File: config.mk
export PLATFORM = sky130hd
export DESIGN_NAME = tsh_top
export DESIGN_NICKNAME = d
export VERILOG_FILES = /design/src/logic/tsh_pkg.sv /design/src/logic/tsh_cnt_if.sv /design/src/logic/tsh_counter.sv /design/src/logic/tsh_top.sv
export SDC_FILE = /design/constraint.sdc
export NUM_CORES = 1
export LEC_CHECK = 0
export BUFFER_PORTS_ARGS = -buffer_cell sky130_fd_sc_hd__buf_2
export CAP_MARGIN = 30
export CORE_MARGIN = 10
export CORE_UTILIZATION = 54
export DETAILED_ROUTE_END_ITERATION = 7
export GPL_TIMING_DRIVEN = 0
export PLACE_DENSITY = 0.76
export RECOVER_POWER = 50
export SLEW_MARGIN = 10
export SYNTH_ARGS = -nofsm -noshare
export SYNTH_HDL_FRONTEND = slang
export SYNTH_SLANG_ARGS = --single-unit
File: constraint.sdc
create_clock -name aclk -period 3.65 [get_ports aclk]
set_input_delay 0.5475 -clock aclk [delete_from_list [all_inputs] [get_ports aclk]]
set_output_delay 0.5475 -clock aclk [all_outputs]
set_load 0.01 [all_outputs]
File: src/logic/tsh_pkg.sv
// Package: register map, field positions and reset values of the tach status and limit block
package tsh_pkg;

  // ==========================================================================
  // Register offsets (byte addresses)
  localparam logic [7:0] OFF_CONTROL     = 8'h00;
  localparam logic [7:0] OFF_EVENT_FLAGS = 8'h04;
  localparam logic [7:0] OFF_UPPER_BOUND = 8'h08;
  localparam logic [7:0] OFF_LOWER_BOUND = 8'h0C;

  // ==========================================================================
  // Control register fields
  localparam int CTL_RANGE_IRQ_EN  = 0;
  localparam int CTL_TOGGLE_IRQ_EN = 1;
  localparam int CTL_READY_IRQ_EN  = 2;
  localparam int CTL_READING_MODE  = 10;
  localparam int CTL_EDGE_SEL_LO   = 11;
  localparam int CTL_COUNT_LO      = 16;
  localparam logic [31:0] CTL_WMASK = 32'h0000_1C07;
  localparam logic [31:0] CTL_RESET = 32'h0000_0000;

  // ==========================================================================
  // Event flag register fields
  localparam int FLG_RANGE  = 0;
  localparam int FLG_PIN    = 1;
  localparam int FLG_TOGGLE = 2;
  localparam int FLG_READY  = 3;

  // ==========================================================================
  // Limits and counter
  localparam int          COUNT_W     = 16;
  localparam logic [15:0] UPPER_RESET = 16'hFFFF;
  localparam logic [15:0] LOWER_RESET = 16'h0000;
  localparam logic [15:0] COUNT_MAX   = 16'hFFFF;

  // Tach edges per measuring interval for edge select codes 0..3
  localparam logic [3:0] EDGES_SEL0 = 4'h2;
  localparam logic [3:0] EDGES_SEL1 = 4'h3;
  localparam logic [3:0] EDGES_SEL2 = 4'h5;
  localparam logic [3:0] EDGES_SEL3 = 4'h9;

  // ==========================================================================
  // AXI responses
  localparam logic [1:0] RESP_OKAY   = 2'h0;
  localparam logic [1:0] RESP_SLVERR = 2'h2;

endpackage

File: src/logic/tsh_cnt_if.sv
// Interface: link between the status block and its rotation counter
`timescale 1ns/1ps
interface tsh_cnt_if;
  logic        mode;
  logic [1:0]  edge_sel;
  logic        tach_edge;
  logic        tach_rise;
  logic        ref_level;
  logic        latch_pulse;
  logic [15:0] latched_count;

  modport ctl (output mode, output edge_sel, output tach_edge, output tach_rise,
               output ref_level, input latch_pulse, input latched_count);
  modport cnt (input mode, input edge_sel, input tach_edge, input tach_rise,
               input ref_level, output latch_pulse, output latched_count);
endinterface

File: src/logic/tsh_counter.sv
// Rotation counter: counts reference clock pulses per tach interval or tach rising edges
`timescale 1ns/1ps
module tsh_counter (
  input wire logic aclk,
  input wire logic aresetn,
  tsh_cnt_if.cnt   cif
);

  logic        ref_prev_ff;
  logic [3:0]  edge_cnt_ff;
  logic [15:0] count_ff;
  logic [15:0] latched_ff;
  logic        latch_ff;

  wire         ref_rise = cif.ref_level & ~ref_prev_ff;
  wire [3:0]   edges_needed = (cif.edge_sel == 2'h0) ? tsh_pkg::EDGES_SEL0 :
                              (cif.edge_sel == 2'h1) ? tsh_pkg::EDGES_SEL1 :
                              (cif.edge_sel == 2'h2) ? tsh_pkg::EDGES_SEL2 :
                                                       tsh_pkg::EDGES_SEL3;
  wire         cnt_full = (count_ff == tsh_pkg::COUNT_MAX);
  wire         at_end = (edge_cnt_ff != 4'h0) && (4'(edge_cnt_ff + 4'h1) == edges_needed);
  wire         end_hit = cif.mode & cif.tach_edge & at_end;
  wire         restart = cif.mode & cif.tach_edge & ((edge_cnt_ff == 4'h0) | at_end);
  wire         bump = cif.mode ? ref_rise : cif.tach_rise;

  wire [15:0]  nxt_count = restart ? 16'h0000 :
                           (bump & ~cnt_full) ? 16'(count_ff + 16'h0001) : count_ff;
  wire [3:0]   nxt_edge_cnt = !cif.mode ? 4'h0 :
                              restart ? 4'h1 :
                              cif.tach_edge ? 4'(edge_cnt_ff + 4'h1) : edge_cnt_ff;
  // Edge counting mode shows the running count, so its latch follows it each cycle
  wire [15:0]  nxt_latched = (!cif.mode | end_hit) ? count_ff : latched_ff;

  always_ff @(posedge aclk) begin
    if (!aresetn) begin
      ref_prev_ff <= 1'b0;
      edge_cnt_ff <= 4'h0;
      count_ff    <= 16'h0000;
      latched_ff  <= 16'h0000;
      latch_ff    <= 1'b0;
    end else begin
      ref_prev_ff <= cif.ref_level;
      edge_cnt_ff <= nxt_edge_cnt;
      count_ff    <= nxt_count;
      latched_ff  <= nxt_latched;
      latch_ff    <= end_hit;
    end
  end

  assign cif.latch_pulse   = latch_ff;
  assign cif.latched_count = latched_ff;

  // ==========================================================================
  // Checks
  a_ref_count_step: assert property (@(posedge aclk) disable iff (!aresetn)
    (cif.mode && ref_rise && !restart && !cnt_full) |=> (count_ff == $past(count_ff) + 16'h0001))
    else $error("counter did not advance on reference pulse");
  a_interval_latch: assert property (@(posedge aclk) disable iff (!aresetn)
    end_hit |=> (cif.latch_pulse && count_ff == 16'h0000 && latched_ff == $past(count_ff)))
    else $error("interval end did not latch and restart the count");
  a_edge_mode_count: assert property (@(posedge aclk) disable iff (!aresetn)
    (!cif.mode && cif.tach_rise && !cnt_full) |=> (count_ff == $past(count_ff) + 16'h0001))
    else $error("edge mode count did not follow a rising tach edge");

endmodule

File: src/logic/tsh_top.sv
// Tach status and limit block: event flags, limits and AXI4-Lite register slave
//
// Behaviour
// - In reference-clock mode, count-ready flag sets at each latch; write one clears.
// - In tach-edge mode the count-ready flag stays zero.
// - Count-ready flag with its enable drives the interrupt output.
// - Toggle flag sets on every tach transition; write one clears.
// - Toggle flag with its enable drives the interrupt output.
// - Status bit shows the current tach input level.
// - Range flag sets when count is above upper or below lower bound.
// - Range flag with its enable drives the interrupt output.
// - Sixteen-bit read-write upper bound, resets to all ones, checked against count.
// - Sixteen-bit lower bound resets to zero; count below it sets range flag.
// - Counter counts reference pulses per tach interval, or tach rising edges.
`timescale 1ns/1ps
module tsh_top #(
  parameter int ADDR_W = 8
) (
  input  wire logic              aclk,
  input  wire logic              aresetn,
  input  wire logic              fan_speed_input,
  input  wire logic              slow_reference_clock,
  output logic                   tach_irq,
  input  wire logic [ADDR_W-1:0] awaddr,
  input  wire logic [2:0]        awprot,
  input  wire logic              awvalid,
  output logic                   awready,
  input  wire logic [31:0]       wdata,
  input  wire logic [3:0]        wstrb,
  input  wire logic              wvalid,
  output logic                   wready,
  output logic [1:0]             bresp,
  output logic                   bvalid,
  input  wire logic              bready,
  input  wire logic [ADDR_W-1:0] araddr,
  input  wire logic [2:0]        arprot,
  input  wire logic              arvalid,
  output logic                   arready,
  output logic [31:0]            rdata,
  output logic [1:0]             rresp,
  output logic                   rvalid,
  input  wire logic              rready
);

  // ==========================================================================
  // State
  logic              awready_ff;
  logic              wready_ff;
  logic              aw_held_ff;
  logic              w_held_ff;
  logic [ADDR_W-1:0] awaddr_ff;
  logic [31:0]       wdata_ff;
  logic [3:0]        wstrb_ff;
  logic              bvalid_ff;
  logic [1:0]        bresp_ff;
  logic              arready_ff;
  logic              rvalid_ff;
  logic [31:0]       rdata_ff;
  logic [1:0]        rresp_ff;
  logic [31:0]       ctrl_ff;
  logic [15:0]       upper_ff;
  logic [15:0]       lower_ff;
  logic              pin_ff;
  logic              pin_prev_ff;
  logic              ready_flag_ff;
  logic              toggle_flag_ff;
  logic              range_violation_flag_ff;
  logic              irq_ff;

  tsh_cnt_if cif ();

  tsh_counter u_counter (
    .aclk    (aclk),
    .aresetn (aresetn),
    .cif     (cif)
  );

  // ==========================================================================
  // Control fields and counter link
  wire        mode                   = ctrl_ff[tsh_pkg::CTL_READING_MODE];
  wire        range_violation_irq_en = ctrl_ff[tsh_pkg::CTL_RANGE_IRQ_EN];
  wire        toggle_irq_en          = ctrl_ff[tsh_pkg::CTL_TOGGLE_IRQ_EN];
  wire        ready_irq_en           = ctrl_ff[tsh_pkg::CTL_READY_IRQ_EN];
  wire [15:0] latched_rotation_count = cif.latched_count;
  wire        tach_edge              = pin_ff ^ pin_prev_ff;

  assign cif.mode      = mode;
  assign cif.edge_sel  = ctrl_ff[tsh_pkg::CTL_EDGE_SEL_LO +: 2];
  assign cif.tach_edge = tach_edge;
  assign cif.tach_rise = pin_ff & ~pin_prev_ff;
  assign cif.ref_level = slow_reference_clock;

  // ==========================================================================
  // Write channel: address and data are taken independently, then joined
  wire aw_take = awvalid & awready_ff;
  wire w_take  = wvalid & wready_ff;
  wire aw_have = aw_held_ff | aw_take;
  wire w_have  = w_held_ff | w_take;
  // Only a held pair is executed, so a write lands one cycle after both arrive
  wire wr_do   = aw_held_ff & w_held_ff & ~bvalid_ff;

  wire nxt_aw_held = aw_have & ~wr_do;
  wire nxt_w_held  = w_have & ~wr_do;
  wire nxt_bvalid  = wr_do | (bvalid_ff & ~bready);
  wire nxt_awready = ~nxt_aw_held & ~nxt_bvalid;
  wire nxt_wready  = ~nxt_w_held & ~nxt_bvalid;

  wire [ADDR_W-1:0] wa = {awaddr_ff[ADDR_W-1:2], 2'h0};
  wire wsel_ctrl  = (wa == ADDR_W'(tsh_pkg::OFF_CONTROL));
  wire wsel_flags = (wa == ADDR_W'(tsh_pkg::OFF_EVENT_FLAGS));
  wire wsel_upper = (wa == ADDR_W'(tsh_pkg::OFF_UPPER_BOUND));
  wire wsel_lower = (wa == ADDR_W'(tsh_pkg::OFF_LOWER_BOUND));
  wire wsel_any   = wsel_ctrl | wsel_flags | wsel_upper | wsel_lower;
  wire [1:0] nxt_bresp = wsel_any ? tsh_pkg::RESP_OKAY : tsh_pkg::RESP_SLVERR;

  // Byte lane mask from the held strobes
  wire [31:0] lane_mask;
  genvar gi;
  generate
    for (gi = 0; gi < 4; gi++) begin : g_lane
      assign lane_mask[gi*8 +: 8] = {8{wstrb_ff[gi]}};
    end
  endgenerate

  wire [31:0] merged_ctrl  = (ctrl_ff & ~lane_mask) | (wdata_ff & lane_mask);
  wire [31:0] merged_upper = ({16'h0000, upper_ff} & ~lane_mask) | (wdata_ff & lane_mask);
  wire [31:0] merged_lower = ({16'h0000, lower_ff} & ~lane_mask) | (wdata_ff & lane_mask);

  wire [31:0] nxt_ctrl  = (wr_do & wsel_ctrl) ? (merged_ctrl & tsh_pkg::CTL_WMASK) : ctrl_ff;
  wire [15:0] nxt_upper = (wr_do & wsel_upper) ? merged_upper[15:0] : upper_ff;
  wire [15:0] nxt_lower = (wr_do & wsel_lower) ? merged_lower[15:0] : lower_ff;

  // Write-one clears, only through the low byte lane
  wire [3:0] flag_clr = (wr_do & wsel_flags & wstrb_ff[0]) ? wdata_ff[3:0] : 4'h0;

  // ==========================================================================
  // Event flags
  // latch sets ready
  wire ready_set  = mode & cif.latch_pulse;
  wire toggle_set = tach_edge;
  wire range_set  = (latched_rotation_count > upper_ff) | (latched_rotation_count < lower_ff);

  wire nxt_ready  = mode & (ready_set | (ready_flag_ff & ~flag_clr[tsh_pkg::FLG_READY]));
  wire nxt_toggle = toggle_set | (toggle_flag_ff & ~flag_clr[tsh_pkg::FLG_TOGGLE]);
  wire nxt_range  = range_set | (range_violation_flag_ff & ~flag_clr[tsh_pkg::FLG_RANGE]);

  wire nxt_irq = (ready_flag_ff & ready_irq_en) | (toggle_flag_ff & toggle_irq_en) |
                 (range_violation_flag_ff & range_violation_irq_en);

  // ==========================================================================
  // Read channel
  wire ar_take    = arvalid & arready_ff;
  wire nxt_rvalid = ar_take | (rvalid_ff & ~rready);
  wire nxt_arready = ~nxt_rvalid;

  wire [ADDR_W-1:0] ra = {araddr[ADDR_W-1:2], 2'h0};
  wire rsel_ctrl  = (ra == ADDR_W'(tsh_pkg::OFF_CONTROL));
  wire rsel_flags = (ra == ADDR_W'(tsh_pkg::OFF_EVENT_FLAGS));
  wire rsel_upper = (ra == ADDR_W'(tsh_pkg::OFF_UPPER_BOUND));
  wire rsel_lower = (ra == ADDR_W'(tsh_pkg::OFF_LOWER_BOUND));

  wire [31:0] flags_word = {28'h0000000, ready_flag_ff, toggle_flag_ff, pin_ff,
                            range_violation_flag_ff};
  wire [31:0] ctrl_word  = {latched_rotation_count, ctrl_ff[15:0]};
  wire [31:0] rd_word = rsel_ctrl  ? ctrl_word :
                        rsel_flags ? flags_word :
                        rsel_upper ? {16'h0000, upper_ff} :
                        rsel_lower ? {16'h0000, lower_ff} : 32'h0000_0000;
  wire rsel_any = rsel_ctrl | rsel_flags | rsel_upper | rsel_lower;
  wire [1:0]  rd_resp = rsel_any ? tsh_pkg::RESP_OKAY : tsh_pkg::RESP_SLVERR;

  // ==========================================================================
  // Registers
  always_ff @(posedge aclk) begin
    if (!aresetn) begin
      awready_ff <= 1'b0;
      wready_ff  <= 1'b0;
      aw_held_ff <= 1'b0;
      w_held_ff  <= 1'b0;
      awaddr_ff  <= '0;
      wdata_ff   <= 32'h0000_0000;
      wstrb_ff   <= 4'h0;
      bvalid_ff  <= 1'b0;
      bresp_ff   <= tsh_pkg::RESP_OKAY;
    end else begin
      awready_ff <= nxt_awready;
      wready_ff  <= nxt_wready;
      aw_held_ff <= nxt_aw_held;
      w_held_ff  <= nxt_w_held;
      awaddr_ff  <= aw_take ? awaddr : awaddr_ff;
      wdata_ff   <= w_take ? wdata : wdata_ff;
      wstrb_ff   <= w_take ? wstrb : wstrb_ff;
      bvalid_ff  <= nxt_bvalid;
      bresp_ff   <= wr_do ? nxt_bresp : bresp_ff;
    end
  end

  always_ff @(posedge aclk) begin
    if (!aresetn) begin
      arready_ff <= 1'b0;
      rvalid_ff  <= 1'b0;
      rdata_ff   <= 32'h0000_0000;
      rresp_ff   <= tsh_pkg::RESP_OKAY;
    end else begin
      arready_ff <= nxt_arready;
      rvalid_ff  <= nxt_rvalid;
      rdata_ff   <= ar_take ? rd_word : rdata_ff;
      rresp_ff   <= ar_take ? rd_resp : rresp_ff;
    end
  end

  always_ff @(posedge aclk) begin
    if (!aresetn) begin
      ctrl_ff                 <= tsh_pkg::CTL_RESET;
      upper_ff                <= tsh_pkg::UPPER_RESET;
      lower_ff                <= tsh_pkg::LOWER_RESET;
      pin_ff                  <= 1'b0;
      pin_prev_ff             <= 1'b0;
      ready_flag_ff           <= 1'b0;
      toggle_flag_ff          <= 1'b0;
      range_violation_flag_ff <= 1'b0;
      irq_ff                  <= 1'b0;
    end else begin
      ctrl_ff                 <= nxt_ctrl;
      upper_ff                <= nxt_upper;
      lower_ff                <= nxt_lower;
      pin_ff                  <= fan_speed_input;
      pin_prev_ff             <= pin_ff;
      ready_flag_ff           <= nxt_ready;
      toggle_flag_ff          <= nxt_toggle;
      range_violation_flag_ff <= nxt_range;
      irq_ff                  <= nxt_irq;
    end
  end

  assign awready  = awready_ff;
  assign wready   = wready_ff;
  assign bvalid   = bvalid_ff;
  assign bresp    = bresp_ff;
  assign arready  = arready_ff;
  assign rvalid   = rvalid_ff;
  assign rdata    = rdata_ff;
  assign rresp    = rresp_ff;
  assign tach_irq = irq_ff;

  // ==========================================================================
  // Checks
  a_ready_on_latch: assert property (@(posedge aclk) disable iff (!aresetn)
    (mode && cif.latch_pulse) |=> ready_flag_ff)
    else $error("count-ready flag missed a latch");
  a_ready_mode_zero: assert property (@(posedge aclk) disable iff (!aresetn)
    !mode |=> !ready_flag_ff)
    else $error("count-ready flag set in edge mode");
  a_ready_irq_out: assert property (@(posedge aclk) disable iff (!aresetn)
    (ready_flag_ff && ready_irq_en) |=> tach_irq)
    else $error("count-ready flag did not raise interrupt");
  a_toggle_on_edge: assert property (@(posedge aclk) disable iff (!aresetn)
    ($past(fan_speed_input, 3) != $past(fan_speed_input, 2)) |-> toggle_flag_ff)
    else $error("toggle flag missed a tach transition");
  a_toggle_irq_out: assert property (@(posedge aclk) disable iff (!aresetn)
    (toggle_flag_ff && toggle_irq_en) |=> tach_irq)
    else $error("toggle flag did not raise interrupt");
  a_pin_level_read: assert property (@(posedge aclk) disable iff (!aresetn)
    (ar_take && rsel_flags) |=> (rdata[tsh_pkg::FLG_PIN] == $past(pin_ff)))
    else $error("status read shows wrong pin level");
  a_range_on_window: assert property (@(posedge aclk) disable iff (!aresetn)
    ((latched_rotation_count > upper_ff) || (latched_rotation_count < lower_ff))
      |=> range_violation_flag_ff)
    else $error("range flag missed an out-of-window count");
  a_range_irq_out: assert property (@(posedge aclk) disable iff (!aresetn)
    (range_violation_flag_ff && range_violation_irq_en) |=> tach_irq)
    else $error("range flag did not raise interrupt");
  a_upper_reset_val: assert property (@(posedge aclk)
    !aresetn |=> (upper_ff == tsh_pkg::UPPER_RESET && lower_ff == tsh_pkg::LOWER_RESET))
    else $error("bounds wrong after reset");
  a_quiet_irq_off: assert property (@(posedge aclk) disable iff (!aresetn)
    (!ready_flag_ff && !toggle_flag_ff && !range_violation_flag_ff) |=> !tach_irq)
    else $error("interrupt raised with no flag set");
  a_set_beats_clr: assert property (@(posedge aclk) disable iff (!aresetn)
    (toggle_set && flag_clr[tsh_pkg::FLG_TOGGLE]) |=> toggle_flag_ff)
    else $error("clear overrode a same-cycle toggle event");
  a_toggle_clear: assert property (@(posedge aclk) disable iff (!aresetn)
    (flag_clr[tsh_pkg::FLG_TOGGLE] && !toggle_set) |=> !toggle_flag_ff)
    else $error("toggle flag not cleared by a written one");
  a_range_clear: assert property (@(posedge aclk) disable iff (!aresetn)
    (flag_clr[tsh_pkg::FLG_RANGE] && !range_set) |=> !range_violation_flag_ff)
    else $error("range flag not cleared by a written one");
  a_ready_clear: assert property (@(posedge aclk) disable iff (!aresetn)
    (flag_clr[tsh_pkg::FLG_READY] && !ready_set) |=> !ready_flag_ff)
    else $error("count-ready flag not cleared by a written one");

endmodule

# Word-level counts from Yosys, hierarchy flattened
# Cells that the tools add are included.
# op_classes
n_eq_ne	10
bitwise	73
n_mux	13
order_cmp	2
add_sub_neg	2
n_reduce_logical	11
# op_table
cell	count
$and A16 B16 Y16	3
$mux W16	3
$mux W32	1
$or A16 B16 Y16	2
$and A1 B1 Y1	30
$eq A6 B2 Y1 const B	4
$or A1 B1 Y1	18
$add A16 B1 Y16 const B	1
$eq A16 B16 Y1 const B	1
$gt A16 B16 Y1	1
$logic_not A8 Y1	2
$lt A16 B16 Y1	1
$mux W4	4
$not A1 Y1	16
$not A16 Y16	1
$and A13 B13 Y13	1
$or A13 B13 Y13	1
$eq A6 B1 Y1 const B	2
$add A4 B1 Y4 const B	1
$eq A4 B4 Y1	1
$logic_not A4 Y1	1
$mux W2	2
$reduce_bool A4 Y1	1
$mux W1	3
10 further kinds	10
# totals
inputBits	67
out_inout_bits	42
register_bits	151
wordCells	139

# Longest topological paths before layout
# depth
depth_word	9
ltp_mapped	9
depth_no_buf	7

# By module
# Synthesis repeated with hierarchy kept, for this count alone.
# hier_totals
cells_unflattened	790
hier_area_um2	7085.5
# modules_own_cells
module	area_per_inst_um2	cells_per_inst	seq_area_each_um2	n_inst
tsh_top	5132.4	573	2182.1	1
tsh_counter	1953.1	217	760.7	1

# Worst setup path before layout
# Ideal clock, no wire load.
# synth_timing
kind	register to register
startpoint	register u_counter.edge_cnt_ff[0]
endpoint	register u_counter.count_ff[10]
t_required_ns	3.522
arrival_ns	2.042
slack_ns	1.480
n_path_buf	2
stages_incl_launch_ff	10
period_less_slack_ns	2.170
setup_time_ns	0.128
path_cell_list	dfxtp_1 > inv_1 > ha_1 > nor3b_1 > nand2b_1 > o21ai_1 > o311a_1 > buf_2 > buf_1 > nor2_1
# synth_via
elab_chain_len	6
word_cells_on_any_way	8
cone_classes	1 x add/sub; 1 x eq/ne; 2 x bitwise; 4 x reduce/logical
# synth_rtl
element	line_no	rtl
start: declaration	tsh_counter.sv:10	logic [3:0] edge_cnt_ff;
start signal: assignment	tsh_counter.sv:43	edge_cnt_ff <= nxt_edge_cnt;
$add A4 B1 Y4	tsh_counter.sv:21	wire at_end = (edge_cnt_ff != 4'h0) && (4'(edge_cnt_ff + 4'h1) == edges_needed);
$eq A4 B4 Y1	tsh_counter.sv:21	
$logic_and A1 B1 Y1	tsh_counter.sv:21	
$or A1 B1 Y1 *	tsh_counter.sv:23	wire restart = cif.mode & cif.tach_edge & ((edge_cnt_ff == 4'h0) | at_end);
$and A1 B1 Y1 *	tsh_counter.sv:23	
$reduce_or A2 Y1 (no source line) *	-	
end signal: assignment	tsh_counter.sv:44	count_ff <= nxt_count;
end: declaration	tsh_counter.sv:11	logic [15:0] count_ff;
# Mark *: on every way between the ends. The rest lies on a longest branch, timed or not.
# A chain may end at the register's enable or synchronous reset.

==> summary.md <==
| Metric | Value |
|---|---|
| Status | `complete, no violations` |
| Grt total ovfl | `0` |
| Global-route wire length before repair | `29640 um` |
| Post-CTS Hold Fix Bufs | `0` |
| Hold_sp | `fan_speed_input` |
| Std cell rows | `40` |
| Cells on worst reg2reg path | `4` |
| Synth Warn # | `0` |
| Post-synth cell types | `60` |
| Final #Nets | `953` |
| Ant diodes | `0` |
| Worst rel slew slack | `0.2459` |
| Post-Route WL | `17850 um` |
| I/O pin cnt | `109` |
| Synth Area per Inst | `approximately 8.9 sq um` |
| Leakage | `3.339 nW` |
| Tcrit/Tclk final | `0.7364` |
| Yosys top cell area share | `0.4360` |
| Post-Syn Instances | `755` |
| Hold Path End | `pin_ff$_SDFF_PN0_` |
| Routed wire length per instance | `roughly 17 um` |
| RSZ-0062 raised after global routing | `no` |
| Max Slew Vio Count | `0` |
| Utilization after layout | `0.6498` |
| Post-synth top cells | `dfxtp_1 (147), nand2_1 (125), mux2i_1 (69)` |
| Worst EP arrival | `2980 ps` |
| Critical path capture point type | `register` |
| Vias in the first global route | `5956` |
| Synth top area cells | `dfxtp_1 (44%), mux2i_1 (10%), nand2_1 (7.0%), ha_1 (6.5%), nor2_1 (3.4%)` |
| WS Path Type | `reg2reg` |
| Port Buffers | `76` |
| Worst-path cell chain | `nor4_1 -> nand4_1 -> mux2i_1 -> nand2_1` |
| Core area | `0.01211 sq mm` |
| Clock buffer depth | `2` |
| Die width | `131.8 um` |
| Post-synth ARST share | `0` |
| #FFs+latches synth | `147` |
| H-tree depth | `4` |
| Initial Util | `0.5573` |
| Finish-stage setup viols | `0` |
| Post-CTS sizing | `0` |
| Critical Path RT | `3940 ps` |
| GRT Util Overall | `0.2059` |
| CP startpoint kind | `register` |
| Area Overhead vs Synth | `16.59%` |
| Routability cong. | `0.8999` |
| Die area | `0.01737 sq mm` |
| Class of the worst hold path | `in2reg` |
| Largest net degree at the start of global routing | `17` |
| Clock root buffer | `clkbuf_16` |
| Hold path depth | `2` |
| Max stage delay on crit path | `950 ps` |
| Critical-path top delay cell | `nor4_1` |
| Max Fclk | `372.1 MHz` |
| Area leader, netlist | `dfxtp_1` |
| VDD IR-drop max | `0.2660 mV` |
| Synth Cell Area | `between 0.006 and 0.007 sq mm` |
| Fin. Hold Viols | `0` |
| Clk slew on worst S/H paths | `roughly 60 ps` |
| Most frequent cell after synthesis | `dfxtp_1` |
| Sequential area share after synthesis | `0.4360` |
| Initial antenna violation count | `0` |
| Period minus WS final | `2688 ps` |
| Clk sinks | `147` |
| First-pass detailed-route iteration total | `5` |
| R2R Setup Slk | `960 ps` |
| Setup Skew | `4.958 ps` |
| Via Count | `5826` |
| Inserted Clock Buffers | `17` |
| Worst skew pair latency | `about 420 ps` |
| Residual DRC count | `0` |
| Antenna-violating nets left | `0` |
| Via/cell ratio | `5.645` |
| DR iter-0 viols | `389` |
| Least-Margin Pin Slew | `around 1100 ps` |
| Worst R2R Start | `awaddr_ff[7]$_SDFFE_PN0P_` |
| Fillers | `1060` |
| Predominant post-synthesis flop cell | `dfxtp_1` |
| Final HPWL DP | `13370 um` |
| Fraction of layout cells with a size suffix above 1 | `0.09028` |
| Maximum fanout along the worst path | `8` |
| PD cells | `approximately 450 mW/mm^2` |
| CTS tree | `done` |
| Post CTS Setup Buffer Count | `0` |
| Max-cap violations | `0` |
| Die height | `about 130 um` |
| Number of flops mapped to enable cells by yosys | `0` |
| TNS Setup | `0 ps` |
[layout by cell type, fill, tap and decap left out, drive strengths merged, types with 12 or more instances in the layout]
| cell | n |
|---|---|
| a22oi | 16 |
| nand2 | 125 |
| a21oi | 43 |
| nor2b | 20 |
| nor2 | 61 |
| nand3 | 14 |
| nand4 | 12 |
| o21ai | 14 |
| buf | 42 |
| and2 | 13 |
| xnor2 | 12 |
| ha | 35 |
| clkbuf | 95 |
| mux2i | 69 |
| dfxtp | 147 |
| inv | 37 |
[metal layers]
| metal | wire length (um) | part of all wire | GRT usage |
|---|---|---|---|
| met1 | 7748 | 0.43 | 0.2423 |
| met2 | 8654 | 0.48 | 0.3462 |
| met3 | 1098 | 0.062 | 0.05678 |
| met4 | 350 | 0.020 | 0.08344 |
| met5 | 0 | 0 | 0 |
[where the power goes]
part,switching (mW),internal [mW],leakage [nW]
sequential,0.0220,1.63,1.19
combinational,0.109,0.0599,1.86
clock,0.654,1.07,0.285
[how the worst max path moves through the flow]
stage                                     startpoint                                   to  slack (ps)  cells after the start
6_report                   awaddr_ff[7]$_SDFFE_PN0P_                             register         960                      4
5_1_grt                    awaddr_ff[7]$_SDFFE_PN0P_                             register         800                      4
4_1_cts        u_counter.edge_cnt_ff[0]$_SDFFE_PN0P_  u_counter.count_ff[14]$_SDFFE_PP0P_        1050                      9
3_5_place_dp   u_counter.edge_cnt_ff[0]$_SDFFE_PN0P_  u_counter.count_ff[14]$_SDFFE_PP0P_        1060                      9
3_3_place_gp   u_counter.edge_cnt_ff[0]$_SDFFE_PN0P_  u_counter.count_ff[11]$_SDFFE_PP0P_        1200                      9
2_1_floorplan  u_counter.edge_cnt_ff[0]$_SDFFE_PN0P_  u_counter.count_ff[10]$_SDFFE_PP0P_        1480                      9
[worst max-delay path: cells and delay by family (launching register included)]
| family | cells | cell delay [ps] |
|---|---|---|
| DFF | 1 | 320 |
| muxes | 1 | 390 |
| and+or+nand+nor | 3 | 1840 |
[final cells by class]
type | instances | area (sq um) | area share
Sequential cell | 147 | 2943 | 0.3739
Multi-Input combinational cell | 533 | 3495 | 0.4440
Clock inverter | 9 | 102.6 | 0.01304
Inverter | 38 | 142.6 | 0.01812
Clock buffer | 23 | 488.0 | 0.06200
Tap cell | 168 | 210.2 | 0.02671
Buffer | 38 | 160.2 | 0.02035
Timing Repair Buffer | 76 | 329.1 | 0.04181
[metrics by stage]
step	hold WS, ps	area, sq um	setup slack (ps)	total power [mW]	instances
after global placement	430.5	7345	1199	1.850	1000
after global routing	336.8	7870	800.5	3.667	1032
final	338.2	7870	962.3	3.548	1032
after CTS	325.8	7935	1052	3.563	1032
after floorplan	413.0	6754	1480	1.788	756
after detailed placement	455.6	7345	1060	1.857	1000
[kinds of logic after synthesis]
kind of cell / share of synthesized area
and+or+nand+nor: 0.2089
DFF: 0.4360
AOI/OAI and AO/OA: 0.1179
buffers and inverters: 0.04504
muxes: 0.1023
adders and majority gates: 0.06487
xor gates and xnor gates: 0.02447
other: 0.0005555
Power figures use the tool's default switching activity.
